$ cat src/rtl/pio_pkg.sv
// How it works
// - ten port D pins, one latch each
// - open-drain: latch zero pulls low, else floats
// - P0/P1/P3 read pins while latch is one
// - P0/P1 pins have pull-up and wakeup
// - P4 pull-up and wakeup switchable by software
// - P2 two inputs, bit one is irq
// - irq pin requests interrupt and wakes backup
// - timer pin toggles on timer 2 underflow
// - control bit picks latch or toggle on D9
// - reset pin low on watchdog or low voltage
// - voltage detector runs while enable pin high
// - outputs float after reset until written zero, except D9 with toggle selected
// - return level bit sets irq wakeup polarity
// - grounded enabled P4 pins keep backup from holding
// - P4 per-pin pull-up and wakeup control bits
// - skip instruction tests irq pin level
// - carrier pin is push-pull, always driven
// - pointer register selects port D bit
package pio_pkg;
  localparam int BITOUT_W = 10;
  localparam int NIB_W = 4;
  localparam int PTR_W = 4;
  localparam logic [9:0] BITOUT_RST = 10'h3FF;
  localparam logic [3:0] NIB_RST = 4'hF;
  localparam logic [3:0] P4CTL_RST = 4'h0;
  localparam logic TOG_RST = 1'b0;
  localparam logic [3:0] ACC_RST = 4'h0;
  localparam int TOGGLE_PIN = 9;
  localparam logic [3:0] PORT_P0 = 4'h0;
  localparam logic [3:0] PORT_P1 = 4'h1;
  localparam logic [3:0] PORT_P2 = 4'h2;
  localparam logic [3:0] PORT_P3 = 4'h3;
  localparam logic [3:0] PORT_P4 = 4'h4;
endpackage

$ cat src/rtl/pio_port_io.sv
`timescale 1ns/100ps
module pio_port_io import pio_pkg::*; (
  input wire logic clk,
  input wire logic rst_n,
  input wire logic set_bitout_instr,
  input wire logic reset_bitout_instr,
  input wire logic clear_all_bitout_instr,
  input wire logic [PTR_W-1:0] digitPtr,
  input wire logic write_port0_instr,
  input wire logic write_port1_instr,
  input wire logic write_port3_instr,
  input wire logic read_port0_instr,
  input wire logic read_port1_instr,
  input wire logic read_port2_instr,
  input wire logic read_port3_instr,
  input wire logic read_port4_instr,
  input wire logic [NIB_W-1:0] accIn,
  output logic [NIB_W-1:0] accOut,
  output logic accValid,
  input wire logic skip_on_irq_pin_level,
  output logic skipTaken,
  input wire logic pullupWrite,
  input wire logic [NIB_W-1:0] pullup_ctrl,
  input wire logic wakeupWrite,
  input wire logic [NIB_W-1:0] wakeup_ctrl,
  input wire logic timer_pin_select,
  input wire logic irq_return_level,
  input wire logic timer2Underflow,
  input wire logic carrierWave,
  input wire logic watchdogReset,
  input wire logic lowVoltage,
  input wire logic vdrop_detect_enable,
  input wire logic [BITOUT_W-1:0] bitoutIn,
  output logic [BITOUT_W-1:0] bitoutOe,
  input wire logic [NIB_W-1:0] port0In,
  output logic [NIB_W-1:0] port0Oe,
  output logic [NIB_W-1:0] port0PullupEn,
  input wire logic [NIB_W-1:0] port1In,
  output logic [NIB_W-1:0] port1Oe,
  output logic [NIB_W-1:0] port1PullupEn,
  input wire logic [1:0] port2In,
  input wire logic [NIB_W-1:0] port3In,
  output logic [NIB_W-1:0] port3Oe,
  input wire logic [NIB_W-1:0] port4In,
  output logic [NIB_W-1:0] port4PullupEn,
  output logic carrier_out,
  output logic resetPinOe,
  output logic vdropRun,
  output logic extIrqReq,
  output logic wakeupReq
);
  //////////////////////////////////////////////////////////////////
  // helpers
  // pointer values past the last pin are ignored, not wrapped
  function automatic logic ptrInRange(
    input logic [PTR_W-1:0] ptr
  );
    ptrInRange = ptr < PTR_W'(BITOUT_W);
  endfunction

  // a one releases the pin, a zero pulls it low
  function automatic logic [NIB_W-1:0] drainEnable(
    input logic [NIB_W-1:0] latch
  );
    drainEnable = ~latch;
  endfunction

  // a driven-low pin would only read back its own zero, so mask it
  function automatic logic [NIB_W-1:0] quasiRead(
    input logic [NIB_W-1:0] pins,
    input logic [NIB_W-1:0] latch
  );
    quasiRead = pins & latch;
  endfunction

  // any enabled pin pulled low by a key
  function automatic logic anyLow(
    input logic [NIB_W-1:0] pins,
    input logic [NIB_W-1:0] enable
  );
    anyLow = |(enable & ~pins);
  endfunction

  //////////////////////////////////////////////////////////////////
  // port D latches; a one means released, so reset leaves pins floating
  logic [BITOUT_W-1:0] bitout_q;
  logic [BITOUT_W-1:0] bitout_d;

  always_comb begin
    bitout_d = bitout_q;
    if (clear_all_bitout_instr) begin
      bitout_d = BITOUT_RST;
    end else if (set_bitout_instr && ptrInRange(digitPtr)) begin
      bitout_d[digitPtr] = 1'b1;
    end else if (reset_bitout_instr && ptrInRange(digitPtr)) begin
      bitout_d[digitPtr] = 1'b0;
    end
  end

  always_ff @(posedge clk or negedge rst_n) begin
    if (!rst_n) begin
      bitout_q <= BITOUT_RST;
    end else begin
      bitout_q <= bitout_d;
    end
  end

  //////////////////////////////////////////////////////////////////
  // port P0 latch
  logic [NIB_W-1:0] p0_q;
  logic [NIB_W-1:0] p0_d;

  always_comb begin
    p0_d = p0_q;
    if (write_port0_instr) begin
      p0_d = accIn;
    end
  end

  always_ff @(posedge clk or negedge rst_n) begin
    if (!rst_n) begin
      p0_q <= NIB_RST;
    end else begin
      p0_q <= p0_d;
    end
  end

  //////////////////////////////////////////////////////////////////
  // port P1 latch
  logic [NIB_W-1:0] p1_q;
  logic [NIB_W-1:0] p1_d;

  always_comb begin
    p1_d = p1_q;
    if (write_port1_instr) begin
      p1_d = accIn;
    end
  end

  always_ff @(posedge clk or negedge rst_n) begin
    if (!rst_n) begin
      p1_q <= NIB_RST;
    end else begin
      p1_q <= p1_d;
    end
  end

  //////////////////////////////////////////////////////////////////
  // port P3 latch
  logic [NIB_W-1:0] p3_q;
  logic [NIB_W-1:0] p3_d;

  always_comb begin
    p3_d = p3_q;
    if (write_port3_instr) begin
      p3_d = accIn;
    end
  end

  always_ff @(posedge clk or negedge rst_n) begin
    if (!rst_n) begin
      p3_q <= NIB_RST;
    end else begin
      p3_q <= p3_d;
    end
  end

  //////////////////////////////////////////////////////////////////
  // port P4 pull-up and wakeup controls
  // whole nibble at once: there is no per-pin write path
  logic [NIB_W-1:0] pu_q;
  logic [NIB_W-1:0] pu_d;
  logic [NIB_W-1:0] kw_q;
  logic [NIB_W-1:0] kw_d;

  always_comb begin
    pu_d = pu_q;
    kw_d = kw_q;
    if (pullupWrite) begin
      pu_d = pullup_ctrl;
    end
    if (wakeupWrite) begin
      kw_d = wakeup_ctrl;
    end
  end

  always_ff @(posedge clk or negedge rst_n) begin
    if (!rst_n) begin
      pu_q <= P4CTL_RST;
      kw_q <= P4CTL_RST;
    end else begin
      pu_q <= pu_d;
      kw_q <= kw_d;
    end
  end

  //////////////////////////////////////////////////////////////////
  // timer toggle: divides the underflow pulse by two
  logic tog_q;
  logic tog_d;

  always_comb begin
    tog_d = tog_q;
    if (timer2Underflow) begin
      tog_d = ~tog_q;
    end
  end

  always_ff @(posedge clk or negedge rst_n) begin
    if (!rst_n) begin
      tog_q <= TOG_RST;
    end else begin
      tog_q <= tog_d;
    end
  end

  //////////////////////////////////////////////////////////////////
  // pin drivers: enable high means pulling the pin low
  always_comb begin
    bitoutOe = ~bitout_q;
    // D9 follows the toggle when selected; toggle one floats the pin
    if (timer_pin_select) begin
      bitoutOe[TOGGLE_PIN] = ~tog_q;
    end
    port0Oe = drainEnable(p0_q);
    port1Oe = drainEnable(p1_q);
    port3Oe = drainEnable(p3_q);
    port0PullupEn = NIB_RST;
    port1PullupEn = NIB_RST;
    port4PullupEn = pu_q;
    carrier_out = carrierWave;
    resetPinOe = watchdogReset | lowVoltage;
    vdropRun = vdrop_detect_enable;
    extIrqReq = port2In[1];
  end

  //////////////////////////////////////////////////////////////////
  // wakeup sources; combinational so they work with the clock stopped
  logic irqWake;
  logic portWake;
  logic p4Wake;

  always_comb begin
    // a pin sitting at the return level wakes at once
    irqWake = port2In[1] == irq_return_level;
    portWake = anyLow(port0In, NIB_RST) | anyLow(port1In, NIB_RST);
    // an enabled P4 pin tied low keeps asking, so back-up never holds
    p4Wake = anyLow(port4In, kw_q);
    wakeupReq = irqWake | portWake | p4Wake;
  end

  //////////////////////////////////////////////////////////////////
  // instruction reads: registered data, one-cycle valid
  logic [NIB_W-1:0] acc_q;
  logic [NIB_W-1:0] acc_d;
  logic accV_q;
  logic accV_d;

  always_comb begin
    acc_d = acc_q;
    accV_d = 1'b0;
    // fixed priority keeps two reads in one cycle well defined
    if (read_port0_instr) begin
      acc_d = quasiRead(port0In, p0_q);
      accV_d = 1'b1;
    end else if (read_port1_instr) begin
      acc_d = quasiRead(port1In, p1_q);
      accV_d = 1'b1;
    end else if (read_port2_instr) begin
      acc_d = {2'h0, port2In};
      accV_d = 1'b1;
    end else if (read_port3_instr) begin
      acc_d = quasiRead(port3In, p3_q);
      accV_d = 1'b1;
    end else if (read_port4_instr) begin
      acc_d = port4In;
      accV_d = 1'b1;
    end
  end

  always_ff @(posedge clk or negedge rst_n) begin
    if (!rst_n) begin
      acc_q <= ACC_RST;
      accV_q <= 1'b0;
    end else begin
      acc_q <= acc_d;
      accV_q <= accV_d;
    end
  end

  //////////////////////////////////////////////////////////////////
  // skip test looks at the pin in the cycle of the instruction
  logic skip_q;
  logic skip_d;

  always_comb begin
    skip_d = skip_on_irq_pin_level & port2In[1];
  end

  always_ff @(posedge clk or negedge rst_n) begin
    if (!rst_n) begin
      skip_q <= 1'b0;
    end else begin
      skip_q <= skip_d;
    end
  end

  assign accOut = acc_q;
  assign accValid = accV_q;
  assign skipTaken = skip_q;
endmodule

$ cat config.mk
export PLATFORM = sky130hd
export DESIGN_NAME = pio_port_io
export DESIGN_NICKNAME = d
export VERILOG_FILES = /design/src/rtl/pio_pkg.sv /design/src/rtl/pio_port_io.sv
export SDC_FILE = /design/constraint.sdc
export NUM_CORES = 1
export LEC_CHECK = 0
export BUFFER_PORTS_ARGS = -buffer_cell sky130_fd_sc_hd__buf_4
export CAP_MARGIN = 20
export CORE_MARGIN = 8
export CORE_UTILIZATION = 47
export DETAILED_ROUTE_END_ITERATION = 10
export GPL_TIMING_DRIVEN = 0
export PLACE_DENSITY = 0.95
export SLEW_MARGIN = 20
export SYNTH_ARGS = -nofsm -noshare
export SYNTH_HDL_FRONTEND = slang
export SYNTH_SLANG_ARGS = --single-unit
$ cat constraint.sdc
create_clock -name clk -period 2.9 [get_ports clk]
set_input_delay 0.145 -clock clk [delete_from_list [all_inputs] [get_ports clk]]
set_output_delay 0.145 -clock clk [all_outputs]
set_load 0.02 [all_outputs]
==> impl_metrics.py <==
metrics = {
    "yosys": {
        "ys_types": 40,
        "synthCells": 199,
        "yosys_warnings": 0,
        "synthFlopType": "dfstp_2",
        "ys_seq_area_frac": 0.507,
        "synthesis.area_mm2": 0.00188,
        "syn_area_per_cell_um2": 9.44,
        "synth-edff-count": 0,
        "synth_seq_cells": 37,
        "async_reset_ff_frac": 1.00,
    },
    "floorplanning": {
        "die_h_um": 79.2,
        "num_rows": 23,
        "initial_utilization": 0.480,
        "coreArea_mm2": 0.00391,
        "ioPinCount": 112,
        "dieArea_mm2": 0.00628,
        "die_w_um": 79.2,
    },
    "clock_tree": {
        "clock_sinks": 37,
        "clock-root-buffer": "clkbuf_8",
        "cts_tree": "built",
        "clockBufferDepth": 2,
        "clk_pin_slew_worst_paths_ps": 70,
        "cts-buffers-inserted": 5,
        "htree_levels": 2,
        "cts_resized": 0,
        "worstSkewPairLatency_ps": 280,
        "cts_setup_buffers": 0,
    },
    "job": {
        "cap_violations": 0,
    },
    "grt": {
        "met1_usage": 0.201,
        "grt_use_met2": 0.302,
        "track_usage": 0.177,
        "antenna_found_initial": 0,
        "met3_usage": 0.0553,
        "overflow": 0,
        "grt_pass1_wl_um": 8780,
        "busiest_layer": "met2",
        "grt_max_degree": 38,
        "grt_pass1_vias": 1845,
    },
    "finish": {
        "final_common_cell": "buf_4",
        "nNetsFinal": 370,
        "area_growth_pct": 45.2,
        "antenna_cells": 0,
        "drive_above_1_share": 0.464,
        "fin_util": 0.697,
        "mostFrequentLayoutCells": "101 x buf_4, 28 x inv_1, 27 x nand2_1",
    },
    "power_and_ir_drop": {
        "power.clock.fraction": 0.270,
        "combPwrFrac": 0.253,
        "p_sw_frac": 0.293,
        "finalPower_uw": 1260,
        "power.leakage_uw": 0.00137,
        "powerDensity_mw_per_mm2": 460,
        "power.internal_uw": 887,
        "sequentialPowerShare": 0.477,
        "switchingPower_uw": 368,
        "ir_worst_vdd_mv": 0.381,
    },
    "worst_setup_path": {
        "worstPathMaxFanout": 2,
        "cp_data_required_time_ps": 2760,
        "path_class": "register to primary output",
        "arrival_ps": 1320,
        "critPathLaunchType": "register",
        "worstSetupEndpointType": "primary output",
    },
    "routing": {
        "vias": 1789,
        "ant_nets": 0,
        "wl_um": 5540,
        "drt_iter0_markers": 92,
        "drc": 0,
        "vias_per_cell": 5.05,
        "wire_per_inst_um": 15.7,
        "drtPass1Iterations": 4,
    },
    "sta": {
        "fin_hold_ws_ps": 45.2,
        "skew_ps": 5.94,
        "hold_violations": 0,
        "max_slew.worst_pin.slew_ps": 533,
        "min_period_over_period": 0.504,
        "slew_headroom": 0.644,
        "fmax_ghz": 0.684,
        "drv_slew": 0,
        "rsz0062_at_grt": "false",
        "finalSetupViolations": 0,
        "min_period_ps": 1460,
        "worst_slack_ps": 1440,
        "fin_tns_setup_ps": 0,
    },
    "status": {
        "status": "finished clean",
    },
    "placement": {
        "place.port_buffers": 89,
        "gp_congestion": 0.944,
        "dp_worst_setup_slack_ps": 1590,
        "dpl.hpwl_um": 4530,
    },
    "hold_path": {
        "hold_class": "input port to register",
    },
}
==> per-stage QoR <==
step / cells / instance area, um^2
2_1_floorplan: 206 / 1910
3_3_place_gp: 345 / 2640
6_report: 354 / 2730
5_1_grt: 354 / 2730
4_1_cts: 354 / 2730
3_5_place_dp: 345 / 2640
==> logic make-up (layout without fill, tap and decap cells) <==
family	count (synthesis)	count (layout)	synth area share
AND/OR/NAND/NOR	58	58	0.159
multiplexers	6	6	0.0346
other	1	8	0.00200
XOR/XNOR	2	2	0.00932
AO/OA/AOI/OAI	52	52	0.176
buffers and inverters	43	141	0.111
flip-flops	37	37	0.507
==> registers in the layout, summed over array words and instances (netlist names) <==
register	count
bitout_q	10
accValid	1
port4PullupEn	4
tog_q	1
p1_q	4
kw_q	4
accOut	4
p3_q	4
p0_q	4
skipTaken	1
==> routing by layer <==
layer	share of wire	wire length (um)	vias to the layer above
li1	-	-	864
met1	0.40	2210	848
met2	0.52	2860	68
met3	0.063	348	9
met4	0.022	121	0
met5	0	0	-
==> timing repair <==
item | 4_1_cts | 5_1_grt
endpoints found under the hold margin | 15 | 0
hold buffers | 1 | 0
setup endpoints to repair | 0 | 0
==> critical path, stage by stage, from the launching register on <==
cell and delay (ps):
dfrtp_1 370, inv_1 70, o22ai_1 80, nor4_1 280
nand2_1 80, buf_4 160
==> cells in the mapped netlist, drive strengths merged (2+ instances only) <==
cell     count  area share
buf         13       0.051
clkbuf       2      0.0047
xor2         2      0.0093
nand4        2      0.0067
nor2         9       0.018
nand3        3      0.0080
a31oi        8       0.027
a41oi        2      0.0093
nand2       27       0.054
a21oi        4       0.011
nor4         2       0.015
a211oi       5       0.020
dfstp       22        0.31
nor3b        3       0.012
or2          3       0.011
o21ai       21       0.056
nand2b       4       0.013
nor3         2       0.011
dfrtp       15        0.20
a311oi       2      0.0093
a2bb2oi      2      0.0093
inv         28       0.056
mux2         4       0.024
mux2i        2       0.011
o22ai        2      0.0067
a221o        2       0.011
==> final cells by class <==
type	instances	area, um^2
Clock buffer	6	72.6
Tap cell	50	62.6
Fill cell	339	1180
Clock inverter	2	10.0
Multi-Input combinational cell	126	743
Sequential cell	37	953
Timing Repair Buffer	90	678
Buffer	15	104
Inverter	28	105
==> final timing paths <==
kind	from	endpoint	slack (ps)	cells past startpoint
min in group asynchronous	rst_n	port4PullupEn[1]	360	2
setup / recovery	kw_q[1]	wakeupReq	1440	5
max in group asynchronous	rst_n	bitout_q[3]	2200	2
hold reg to reg	bitout_q[4]	bitout_q[4]	480	2
setup reg to reg	p1_q[1]	accOut[1]	1650	4
hold / removal	timer2Underflow	tog_q	50	2
==> power by group through the flow <==
stage | Sequential [uW] | Clock, uW | Combinational [uW]
floorplan | 615 | 0 | 141
detailed placement | 607 | 0 | 316
finish | 599 | 339 | 318
CTS | 598 | 347 | 320
global route | 603 | 371 | 344
global placement | 604 | 0 | 308
No activity file was read; power rests on OpenSTA's default activity.
